### src/include/range_regs_pkg.sv
package range_regs_pkg;

  // ----------------------------------------------------------------
  // bus and word layout
  // ----------------------------------------------------------------
  localparam int ADDR_W   = 7;   // register address width
  localparam int DATA_W   = 16;  // register word width
  localparam int CODE_W   = 2;   // one channel range field
  localparam int CH_PER_R = 4;   // channel fields per register
  localparam int NUM_CH   = 8;   // channels of the second converter

  localparam int ADDR_MSB = 15;  // address field top bit
  localparam int ADDR_LSB = 9;   // address field bottom bit
  localparam int RSVD_BIT = 8;   // stored, no function
  localparam int CH0_LSB  = 0;   // first channel field position
  localparam int CH1_LSB  = 2;
  localparam int CH2_LSB  = 4;
  localparam int CH3_LSB  = 6;

  // ----------------------------------------------------------------
  // register map and reset values
  // ----------------------------------------------------------------
  localparam logic [ADDR_W-1:0] B_RANGE_LOW_ADDR  = 7'h06;
  localparam logic [ADDR_W-1:0] B_RANGE_HIGH_ADDR = 7'h07;
  localparam logic [DATA_W-1:0] B_RANGE_RESET     = 16'h00FF;
  localparam logic [DATA_W-1:0] READ_IDLE         = 16'h0000;

  // ----------------------------------------------------------------
  // range codes
  // ----------------------------------------------------------------
  typedef enum logic [CODE_W-1:0] {
    RANGE_10V_LOW = 2'h0,
    RANGE_2V5     = 2'h1,
    RANGE_5V      = 2'h2,
    RANGE_10V     = 2'h3
  } range_code_t;

endpackage

### src/rtl/b_side_input_range_regs.sv
// Notes on behaviour
// - register at address 0x06 for channels 0 to 3, resets to 0x00FF.
// - register at address 0x07 for channels 4 to 7, resets to 0x00FF.
// - bits 15:9 of each word carry the register address; a write is stored only if it matches addr_in.
// - code 00 and 11 give 10 V, 01 gives 2.5 V, 10 gives 5 V.
// - low register: channel 0 bits 1:0 up to channel 3 bits 7:6.
// - high register: channel 4 bits 1:0 up to channel 7 bits 7:6.
// - range fields reset to code 3; address and reserved bits reset to zero.
// - all range fields read back the last written code.
module b_side_input_range_regs (
  input  wire logic                                clock_in,            // 25 MHz clock
  input  wire logic                                sys_rst_in,          // async reset, active high
  input  wire logic [range_regs_pkg::ADDR_W-1:0]   addr_in,             // register address
  input  wire logic [range_regs_pkg::DATA_W-1:0]   wr_data_in,          // write word
  input  wire logic                                wr_strobe_in,        // one-cycle write
  input  wire logic                                rd_strobe_in,        // one-cycle read
  output logic      [range_regs_pkg::DATA_W-1:0]   rd_data_out,         // read word, next cycle
  output logic                                     rd_valid_out,        // marks rd_data_out
  output logic                                     wr_done_out,         // write was stored
  output logic                                     wr_refused_out,      // write was dropped
  output logic      [range_regs_pkg::CODE_W-1:0]   second_conv_ch0_range_out, // channel 0 code
  output logic      [range_regs_pkg::CODE_W-1:0]   second_conv_ch1_range_out, // channel 1 code
  output logic      [range_regs_pkg::CODE_W-1:0]   second_conv_ch2_range_out, // channel 2 code
  output logic      [range_regs_pkg::CODE_W-1:0]   second_conv_ch3_range_out, // channel 3 code
  output logic      [range_regs_pkg::CODE_W-1:0]   second_conv_ch4_range_out, // channel 4 code
  output logic      [range_regs_pkg::CODE_W-1:0]   second_conv_ch5_range_out, // channel 5 code
  output logic      [range_regs_pkg::CODE_W-1:0]   second_conv_ch6_range_out, // channel 6 code
  output logic      [range_regs_pkg::CODE_W-1:0]   second_conv_ch7_range_out, // channel 7 code
  output logic      [range_regs_pkg::NUM_CH-1:0]   span_10v_out,        // per channel, 10 V span
  output logic      [range_regs_pkg::NUM_CH-1:0]   span_5v_out,         // per channel, 5 V span
  output logic      [range_regs_pkg::NUM_CH-1:0]   span_2v5_out         // per channel, 2.5 V span
);

  // ----------------------------------------------------------------
  // storage and decode signals
  // ----------------------------------------------------------------
  logic [range_regs_pkg::DATA_W-1:0]  b_input_range_low_reg;
  logic [range_regs_pkg::DATA_W-1:0]  b_input_range_high_reg;
  logic [range_regs_pkg::ADDR_W-1:0]  word_addr;
  logic                               addr_match;
  logic                               hit_low;
  logic                               hit_high;
  logic                               wr_low;
  logic                               wr_high;
  logic                               wr_take;
  logic [range_regs_pkg::DATA_W-1:0]  rd_data_next;
  logic [range_regs_pkg::CODE_W*range_regs_pkg::NUM_CH-1:0] code_vec;

  // ----------------------------------------------------------------
  // address decode
  // ----------------------------------------------------------------

  // address carried in the word itself
  assign word_addr  = wr_data_in[range_regs_pkg::ADDR_MSB:range_regs_pkg::ADDR_LSB];
  // port address and embedded address must agree
  assign addr_match = (word_addr == addr_in);
  assign hit_low    = (addr_in == range_regs_pkg::B_RANGE_LOW_ADDR);
  assign hit_high   = (addr_in == range_regs_pkg::B_RANGE_HIGH_ADDR);

  // write selects only when the embedded address names the register
  assign wr_low  = wr_strobe_in && addr_match && hit_low;
  assign wr_high = wr_strobe_in && addr_match && hit_high;
  assign wr_take = wr_low || wr_high;

  // ----------------------------------------------------------------
  // register storage
  // ----------------------------------------------------------------

  // channels 0 to 3, whole word kept including bit 8
  always_ff @(posedge clock_in or posedge sys_rst_in) begin
    if (sys_rst_in) begin
      b_input_range_low_reg <= range_regs_pkg::B_RANGE_RESET;
    end else if (wr_low) begin
      b_input_range_low_reg <= wr_data_in;
    end
  end

  // channels 4 to 7, whole word kept including bit 8
  always_ff @(posedge clock_in or posedge sys_rst_in) begin
    if (sys_rst_in) begin
      b_input_range_high_reg <= range_regs_pkg::B_RANGE_RESET;
    end else if (wr_high) begin
      b_input_range_high_reg <= wr_data_in;
    end
  end

  // ----------------------------------------------------------------
  // write status
  // ----------------------------------------------------------------

  // one-cycle pulses after each write strobe
  always_ff @(posedge clock_in or posedge sys_rst_in) begin
    if (sys_rst_in) begin
      wr_done_out    <= 1'b0;
      wr_refused_out <= 1'b0;
    end else begin
      wr_done_out    <= wr_take;
      wr_refused_out <= wr_strobe_in && !wr_take;
    end
  end

  // ----------------------------------------------------------------
  // read path
  // ----------------------------------------------------------------

  // select stored word, unmapped reads give zero
  always_comb begin
    rd_data_next = range_regs_pkg::READ_IDLE;
    if (rd_strobe_in && hit_low) begin
      rd_data_next = b_input_range_low_reg;
    end else if (rd_strobe_in && hit_high) begin
      rd_data_next = b_input_range_high_reg;
    end
  end

  // read data stands only in the cycle after the strobe
  always_ff @(posedge clock_in or posedge sys_rst_in) begin
    if (sys_rst_in) begin
      rd_data_out  <= range_regs_pkg::READ_IDLE;
      rd_valid_out <= 1'b0;
    end else begin
      rd_data_out  <= rd_data_next;
      rd_valid_out <= rd_strobe_in;
    end
  end

  // ----------------------------------------------------------------
  // channel fields
  // ----------------------------------------------------------------

  // low register fields, bit 8 deliberately unused
  assign code_vec[1:0] =
    b_input_range_low_reg[range_regs_pkg::CH0_LSB +: range_regs_pkg::CODE_W];
  assign code_vec[3:2] =
    b_input_range_low_reg[range_regs_pkg::CH1_LSB +: range_regs_pkg::CODE_W];
  assign code_vec[5:4] =
    b_input_range_low_reg[range_regs_pkg::CH2_LSB +: range_regs_pkg::CODE_W];
  assign code_vec[7:6] =
    b_input_range_low_reg[range_regs_pkg::CH3_LSB +: range_regs_pkg::CODE_W];

  // high register fields
  assign code_vec[9:8] =
    b_input_range_high_reg[range_regs_pkg::CH0_LSB +: range_regs_pkg::CODE_W];
  assign code_vec[11:10] =
    b_input_range_high_reg[range_regs_pkg::CH1_LSB +: range_regs_pkg::CODE_W];
  assign code_vec[13:12] =
    b_input_range_high_reg[range_regs_pkg::CH2_LSB +: range_regs_pkg::CODE_W];
  assign code_vec[15:14] =
    b_input_range_high_reg[range_regs_pkg::CH3_LSB +: range_regs_pkg::CODE_W];

  // raw codes straight from the stored words
  assign second_conv_ch0_range_out = code_vec[1:0];
  assign second_conv_ch1_range_out = code_vec[3:2];
  assign second_conv_ch2_range_out = code_vec[5:4];
  assign second_conv_ch3_range_out = code_vec[7:6];
  assign second_conv_ch4_range_out = code_vec[9:8];
  assign second_conv_ch5_range_out = code_vec[11:10];
  assign second_conv_ch6_range_out = code_vec[13:12];
  assign second_conv_ch7_range_out = code_vec[15:14];

  // ----------------------------------------------------------------
  // span decode, one decoder per channel
  // ----------------------------------------------------------------

  // channel 0 decoder; all spans lag the code by one cycle
  range_decode u_dec_ch0 (
    .clock_in     (clock_in),
    .sys_rst_in   (sys_rst_in),
    .code_in      (code_vec[1:0]),
    .span_10v_out (span_10v_out[0]),
    .span_5v_out  (span_5v_out[0]),
    .span_2v5_out (span_2v5_out[0])
  );

  // channel 1 decoder
  range_decode u_dec_ch1 (
    .clock_in     (clock_in),
    .sys_rst_in   (sys_rst_in),
    .code_in      (code_vec[3:2]),
    .span_10v_out (span_10v_out[1]),
    .span_5v_out  (span_5v_out[1]),
    .span_2v5_out (span_2v5_out[1])
  );

  // channel 2 decoder
  range_decode u_dec_ch2 (
    .clock_in     (clock_in),
    .sys_rst_in   (sys_rst_in),
    .code_in      (code_vec[5:4]),
    .span_10v_out (span_10v_out[2]),
    .span_5v_out  (span_5v_out[2]),
    .span_2v5_out (span_2v5_out[2])
  );

  // channel 3 decoder
  range_decode u_dec_ch3 (
    .clock_in     (clock_in),
    .sys_rst_in   (sys_rst_in),
    .code_in      (code_vec[7:6]),
    .span_10v_out (span_10v_out[3]),
    .span_5v_out  (span_5v_out[3]),
    .span_2v5_out (span_2v5_out[3])
  );

  // channel 4 decoder
  range_decode u_dec_ch4 (
    .clock_in     (clock_in),
    .sys_rst_in   (sys_rst_in),
    .code_in      (code_vec[9:8]),
    .span_10v_out (span_10v_out[4]),
    .span_5v_out  (span_5v_out[4]),
    .span_2v5_out (span_2v5_out[4])
  );

  // channel 5 decoder
  range_decode u_dec_ch5 (
    .clock_in     (clock_in),
    .sys_rst_in   (sys_rst_in),
    .code_in      (code_vec[11:10]),
    .span_10v_out (span_10v_out[5]),
    .span_5v_out  (span_5v_out[5]),
    .span_2v5_out (span_2v5_out[5])
  );

  // channel 6 decoder
  range_decode u_dec_ch6 (
    .clock_in     (clock_in),
    .sys_rst_in   (sys_rst_in),
    .code_in      (code_vec[13:12]),
    .span_10v_out (span_10v_out[6]),
    .span_5v_out  (span_5v_out[6]),
    .span_2v5_out (span_2v5_out[6])
  );

  // channel 7 decoder
  range_decode u_dec_ch7 (
    .clock_in     (clock_in),
    .sys_rst_in   (sys_rst_in),
    .code_in      (code_vec[15:14]),
    .span_10v_out (span_10v_out[7]),
    .span_5v_out  (span_5v_out[7]),
    .span_2v5_out (span_2v5_out[7])
  );

endmodule

### src/rtl/range_decode.sv
// ------------------------------------------------------------------
// one channel: range code to registered span select
// ------------------------------------------------------------------
module range_decode (
  input  wire logic                                clock_in,    // 25 MHz clock
  input  wire logic                                sys_rst_in,  // async reset, active high
  input  wire logic [range_regs_pkg::CODE_W-1:0]   code_in,     // stored range code
  output logic                                     span_10v_out, // +/-10 V selected
  output logic                                     span_5v_out,  // +/-5 V selected
  output logic                                     span_2v5_out  // +/-2.5 V selected
);

  // decode, both 00 and 11 give the widest span
  always_ff @(posedge clock_in or posedge sys_rst_in) begin
    if (sys_rst_in) begin
      span_10v_out <= 1'b1;
      span_5v_out  <= 1'b0;
      span_2v5_out <= 1'b0;
    end else begin
      unique case (range_regs_pkg::range_code_t'(code_in))
        range_regs_pkg::RANGE_2V5: begin
          span_10v_out <= 1'b0;
          span_5v_out  <= 1'b0;
          span_2v5_out <= 1'b1;
        end
        range_regs_pkg::RANGE_5V: begin
          span_10v_out <= 1'b0;
          span_5v_out  <= 1'b1;
          span_2v5_out <= 1'b0;
        end
        range_regs_pkg::RANGE_10V_LOW,
        range_regs_pkg::RANGE_10V: begin
          span_10v_out <= 1'b1;
          span_5v_out  <= 1'b0;
          span_2v5_out <= 1'b0;
        end
      endcase
    end
  end

endmodule

### config.mk
export PLATFORM = sky130hd
export DESIGN_NAME = b_side_input_range_regs
export DESIGN_NICKNAME = d
export VERILOG_FILES = /design/src/include/range_regs_pkg.sv /design/src/rtl/b_side_input_range_regs.sv /design/src/rtl/range_decode.sv
export SDC_FILE = /design/constraint.sdc
export NUM_CORES = 1
export LEC_CHECK = 0
export BUFFER_PORTS_ARGS = -buffer_cell sky130_fd_sc_hd__buf_2
export CELL_PAD_IN_SITES_DETAIL_PLACEMENT = 1
export CELL_PAD_IN_SITES_GLOBAL_PLACEMENT = 1
export CORE_MARGIN = 5
export CORE_UTILIZATION = 41
export DETAILED_ROUTE_END_ITERATION = 12
export PLACE_DENSITY = 0.87
export SLEW_MARGIN = 10
export SYNTH_ARGS = -nofsm -noshare
export SYNTH_HDL_FRONTEND = slang
export SYNTH_SLANG_ARGS = --single-unit
### constraint.sdc
create_clock -name clock_in -period 2.6 [get_ports clock_in]
set_input_delay 0.13 -clock clock_in [delete_from_list [all_inputs] [get_ports clock_in]]
set_output_delay 0.13 -clock clock_in [all_outputs]
set_load 0.01 [all_outputs]
# Word level (Yosys, flattened, before mapping)
# Cells that the tools add are included.
# word_totals
reg_bits	75
word_cells	131
# classes
eq_ne	27
muxes	26
n_reduce_logical	48
# ops
cell	count
one-hot mux 1 bit (2 select lines)	24
OR reduction 3 bit	16
== test 2 bit (second input constant)	16
2-to-1 mux 16 bit	2
OR reduction 2 bit	16
== test 2 x 1 -> 1 bit (second input constant)	8
zero test 2 bit	8
== test 7 x 3 -> 1 bit (second input constant)	2
== test 7 bit	1
logical AND 1 bit	6
zero test 1 bit	1
logical OR 1 bit	1

# Logic depth before layout (Yosys ltp)
# depth
ltp_word	6
ltp_mapped	5
mapped_depth_nobuf	4

# Modules after synthesis
# From an unflattened synthesis, not the netlist that was laid out.
# unflattened
cells_unflattened	224
area_unflattened_um2	3052.9
# by_module_without_submodules
mod	n_inst	cells_per_inst	area_each_um2
b_side_input_range_regs	1	160	2152.1
range_decode	8	8	112.6

# Least setup slack after synthesis
# No wires, ideal clock.
# synth_path
path_type	input port to flip-flop
startpoint	input addr_in[3] in the netlist's numbering
endpoint	register b_input_range_low_reg[0] in the netlist's numbering
setup_time_ps	85
t_arrival_ps	1531
required_time_ps	2515
slack_ps	985
stages	5
path_buffers	1
path_cell_list	nor4_4 > nand4_4 > nor4_4 > buf_6 > mux2_1
# synth_between
elab_chain_len	3
# synth_rtl
item	line	text
start, declared	b_side_input_range_regs.sv:13	input wire logic [range_regs_pkg::ADDR_W-1:0] addr_in,
== test 7 bit	b_side_input_range_regs.sv:56	assign addr_match = (word_addr == addr_in);
logical AND 1 bit	b_side_input_range_regs.sv:61	assign wr_low = wr_strobe_in && addr_match && hit_low;
logical AND 1 bit (*)	b_side_input_range_regs.sv:61	
end signal, assigned	b_side_input_range_regs.sv:72	b_input_range_low_reg <= range_regs_pkg::B_RANGE_RESET;
end signal, assigned	b_side_input_range_regs.sv:74	b_input_range_low_reg <= wr_data_in;
end, declared	b_side_input_range_regs.sv:37	logic [range_regs_pkg::DATA_W-1:0] b_input_range_low_reg;
# Mark *: on every way between the ends. The rest lies on a longest branch, timed or not.
# A chain may end at the register's enable or synchronous reset.

# Worst setup path in the final report
# layout_path
startpoint	input addr_in[3] in the netlist's numbering
endpoint	register b_input_range_high_reg[2] in the netlist's numbering
# layout_between
elab_chain_len	3
# layout_rtl
item	line	text
== test 7 bit	b_side_input_range_regs.sv:56	
logical AND 1 bit	b_side_input_range_regs.sv:62	assign wr_high = wr_strobe_in && addr_match && hit_high;
logical AND 1 bit (*)	b_side_input_range_regs.sv:62	
end signal, assigned	b_side_input_range_regs.sv:81	b_input_range_high_reg <= range_regs_pkg::B_RANGE_RESET;
end signal, assigned	b_side_input_range_regs.sv:83	b_input_range_high_reg <= wr_data_in;
end, declared	b_side_input_range_regs.sv:38	logic [range_regs_pkg::DATA_W-1:0] b_input_range_high_reg;
# Marks and branches as above.

==> summary.md <==
| Metric | Value |
|---|---|
| Vias in the first global route | `1989` |
| Final HPWL DP | `4334 µm` |
| CP Max Fanout | `10` |
| Die area | `9397 µm²` |
| Top cells by area, synth | `dfrtp_1 41%, dfstp_2 20%, buf_4 9.9%, ha_1 6.5%, mux2_2 5.5%` |
| CTS tree | `done` |
| Fmax | `659.4 MHz` |
| Num CTS Buffers | `9` |
| Sequential fraction of the synthesis area | `61.53%` |
| # port buffers | `85` |
| Number of max-cap violations | `0` |
| CP endpoint kind | `flop` |
| Outcome | `complete, no violations` |
| Static leakage | `1.896 nW` |
| Max_slew headroom | `47.05%` |
| Sink Count | `75` |
| Final count of pins violating max slew | `0` |
| Die X | `96.94 µm` |
| Distinct cells, synth | `23` |
| Number of antenna violations at the first check in global routing | `0` |
| # DRC | `0` |
| Final period util | `58.33%` |
| Actual slew at the worst max-slew pin | `0.7930 ns` |
| Routed via count | `1724` |
| Initial Util | `42.50%` |
| Clk slew on worst S/H paths | `0.08 ns` |
| Largest net degree at the start of global routing | `40` |
| Cell Area, Synth | `3099 µm²` |
| Via/cell ratio | `4.513` |
| Post-synthesis area per instance | `14.15 µm²` |
| Std cell rows | `31` |
| Critical path arrival | `1.77 ns` |
| Post-synthesis register bit count | `75` |
| GRT Util Overall | `13.07%` |
| Ys flop type | `dfrtp_1` |
| # Post-CTS Setup Buffers | `0` |
| Antenna viol nets, final | `0` |
| Final hold vios | `0` |
| Layout area overhead | `16.79%` |
| IO Pins | `86` |
| Drt wl/cell | `15.26 µm` |
| VDD IR max | `0.2540 mV` |
| DRT Pass-1 Iters | `3` |
| GR Overflow Total | `0` |
| Count leader, synth | `dfrtp_1` |
| Layout Nets | `321` |
| EDFF count, synth | `0` |
| Class of the worst hold path | `in2reg` |
| Syn Nets | `262` |
| Req. time, crit path | `2.86 ns` |
| Ys async rst share | `100.0%` |
| DP Worst Slack | `0.7242 ns` |
| Fillcell total | `791` |
| Post-cts sizing count | `0` |
| Setup tns final | `0 ns` |
| Core ar. | `7292 µm²` |
| Clock Tree Root | `clkbuf_8` |
| First-pass GRT wire length | `9825 µm` |
| Fin crit period | `1.516 ns` |
| Share of layout cells above drive strength 1 | `54.42%` |
| Inserted Diodes | `0` |
| DRC marker count from the first detailed-route iteration | `44` |
| Final GP Congestion | `0.7080` |
| Worst Setup Start Kind | `input pin` |
| Clk_skew | `0.005076 ns` |
| H-tree levels | `3` |
| Most instantiated cells after synthesis | `51 x dfrtp_1, 41 x buf_4, 24 x dfstp_2, 18 x inv_1` |
| Critical path class | `in2reg` |
| Synth top area share | `41.18%` |
| Syn Inst Count | `219` |
| Clock latency on the worst-skew pair | `0.33 ns` |
| Pwr dens | `619.3 nW/µm²` |
| Synth Warn # | `0` |
| Setup ws final | `1.084 ns` |
| RSZ-0062 raised after global routing | `no` |
| Final setup vio count | `0` |
| Routed Wire Length | `5829 µm` |
| Clk buf depth | `2` |
| Chip Height | `96.94 µm` |
| Area leader, netlist | `dfrtp_1` |
[power breakdown]
part           switching (mW)  internal [mW]  total [mW]
registers             0.00124           1.17        1.17
clock network           0.400          0.592       0.992
logic                  0.0472         0.0293      0.0765
[layout by cell type (no fill, tap or decap), drive strengths merged]
cell type    count
nand3            1
nand2            1
nand4            2
nor2             3
xnor2            4
mux2            18
xor2             1
buf             90
nor4             2
inv             18
and2             1
a22o            16
dfrtp           51
clkbuf          12
clkinv           1
bufinv           2
dfstp           24
or2              5
nor3             2
nor2b           10
dlygate4sd3      2
clkinvlp         1
ha              16
[worst paths after layout]
path,cells after the start,startpoint,end,slack (ns)
max,6,addr_in[3],b_input_range_high_reg[2],1.08
min,2,wr_data_in[0],b_input_range_low_reg[0],0.04
max reg2reg,2,b_input_range_low_reg[6],u_dec_ch3.span_10v_out,1.59
min reg2reg,1,b_input_range_high_reg[11],b_input_range_high_reg[11],0.47
max in group asynchronous,4,sys_rst_in,b_input_range_high_reg[6],1.36
min in group asynchronous,3,sys_rst_in,rd_data_out[11],0.51
[per-layer routing]
layer  track usage, %  routed length (µm)  vias up
li1                 -                   -      790
met1            15.13                2369      872
met2            22.35                3020       55
met3            4.029                 366        7
met4            5.508                  72        0
met5                0                   0        -
[cell families after synthesis]
| kind of cell | Yosys count | synth area share [%] |
|---|---|---|
| multiplexers | 18 | 6.540 |
| buffers and inverters | 62 | 12.72 |
| AO/OA/AOI/OAI | 16 | 4.521 |
| flip-flops | 75 | 61.53 |
| AND/OR/NAND/NOR | 27 | 6.823 |
| XOR/XNOR | 5 | 1.413 |
| adder cells (fa/ha/maj) | 16 | 6.459 |
[worst max-delay path: stages]
cell and delay, ns:
buf_2 0.12, nor4_4 0.34, nand4_4 0.17, nor3_4 0.39, buf_4 0.26, mux2_2 0.35
[repair_timing]
action,4_1_cts,5_1_grt
hold buffers,2,0
endpoints found under the setup margin,0,0
hold endpoints to repair,26,0
[metrics by stage]
stage	utilization [%]	total power [mW]	cells	hold WS (ns)	instance area, µm²
5_1_grt	49.64	2.342	382	0.03043	3620
3_5_place_dp	46.24	1.271	364	0.2711	3372
3_3_place_gp	46.24	1.268	364	0.2612	3372
6_report	49.64	2.242	382	0.03522	3620
2_1_floorplan	-	1.229	219	0.1614	3099
4_1_cts	49.64	2.278	382	0.01869	3620
[cell type report]
class,instances,area (µm²),share of cell area (%)
Clock buffer,12,155.1,4.286
Clock inverter,4,72.57,2.005
Inverter,18,67.56,1.867
Multi-Input combinational cell,82,798.3,22.05
Sequential cell,75,1907,52.68
Tap cell,99,123.9,3.422
Timing Repair Buffer,92,495.5,13.69
Note: power is estimated with default switching activity, not from simulation.
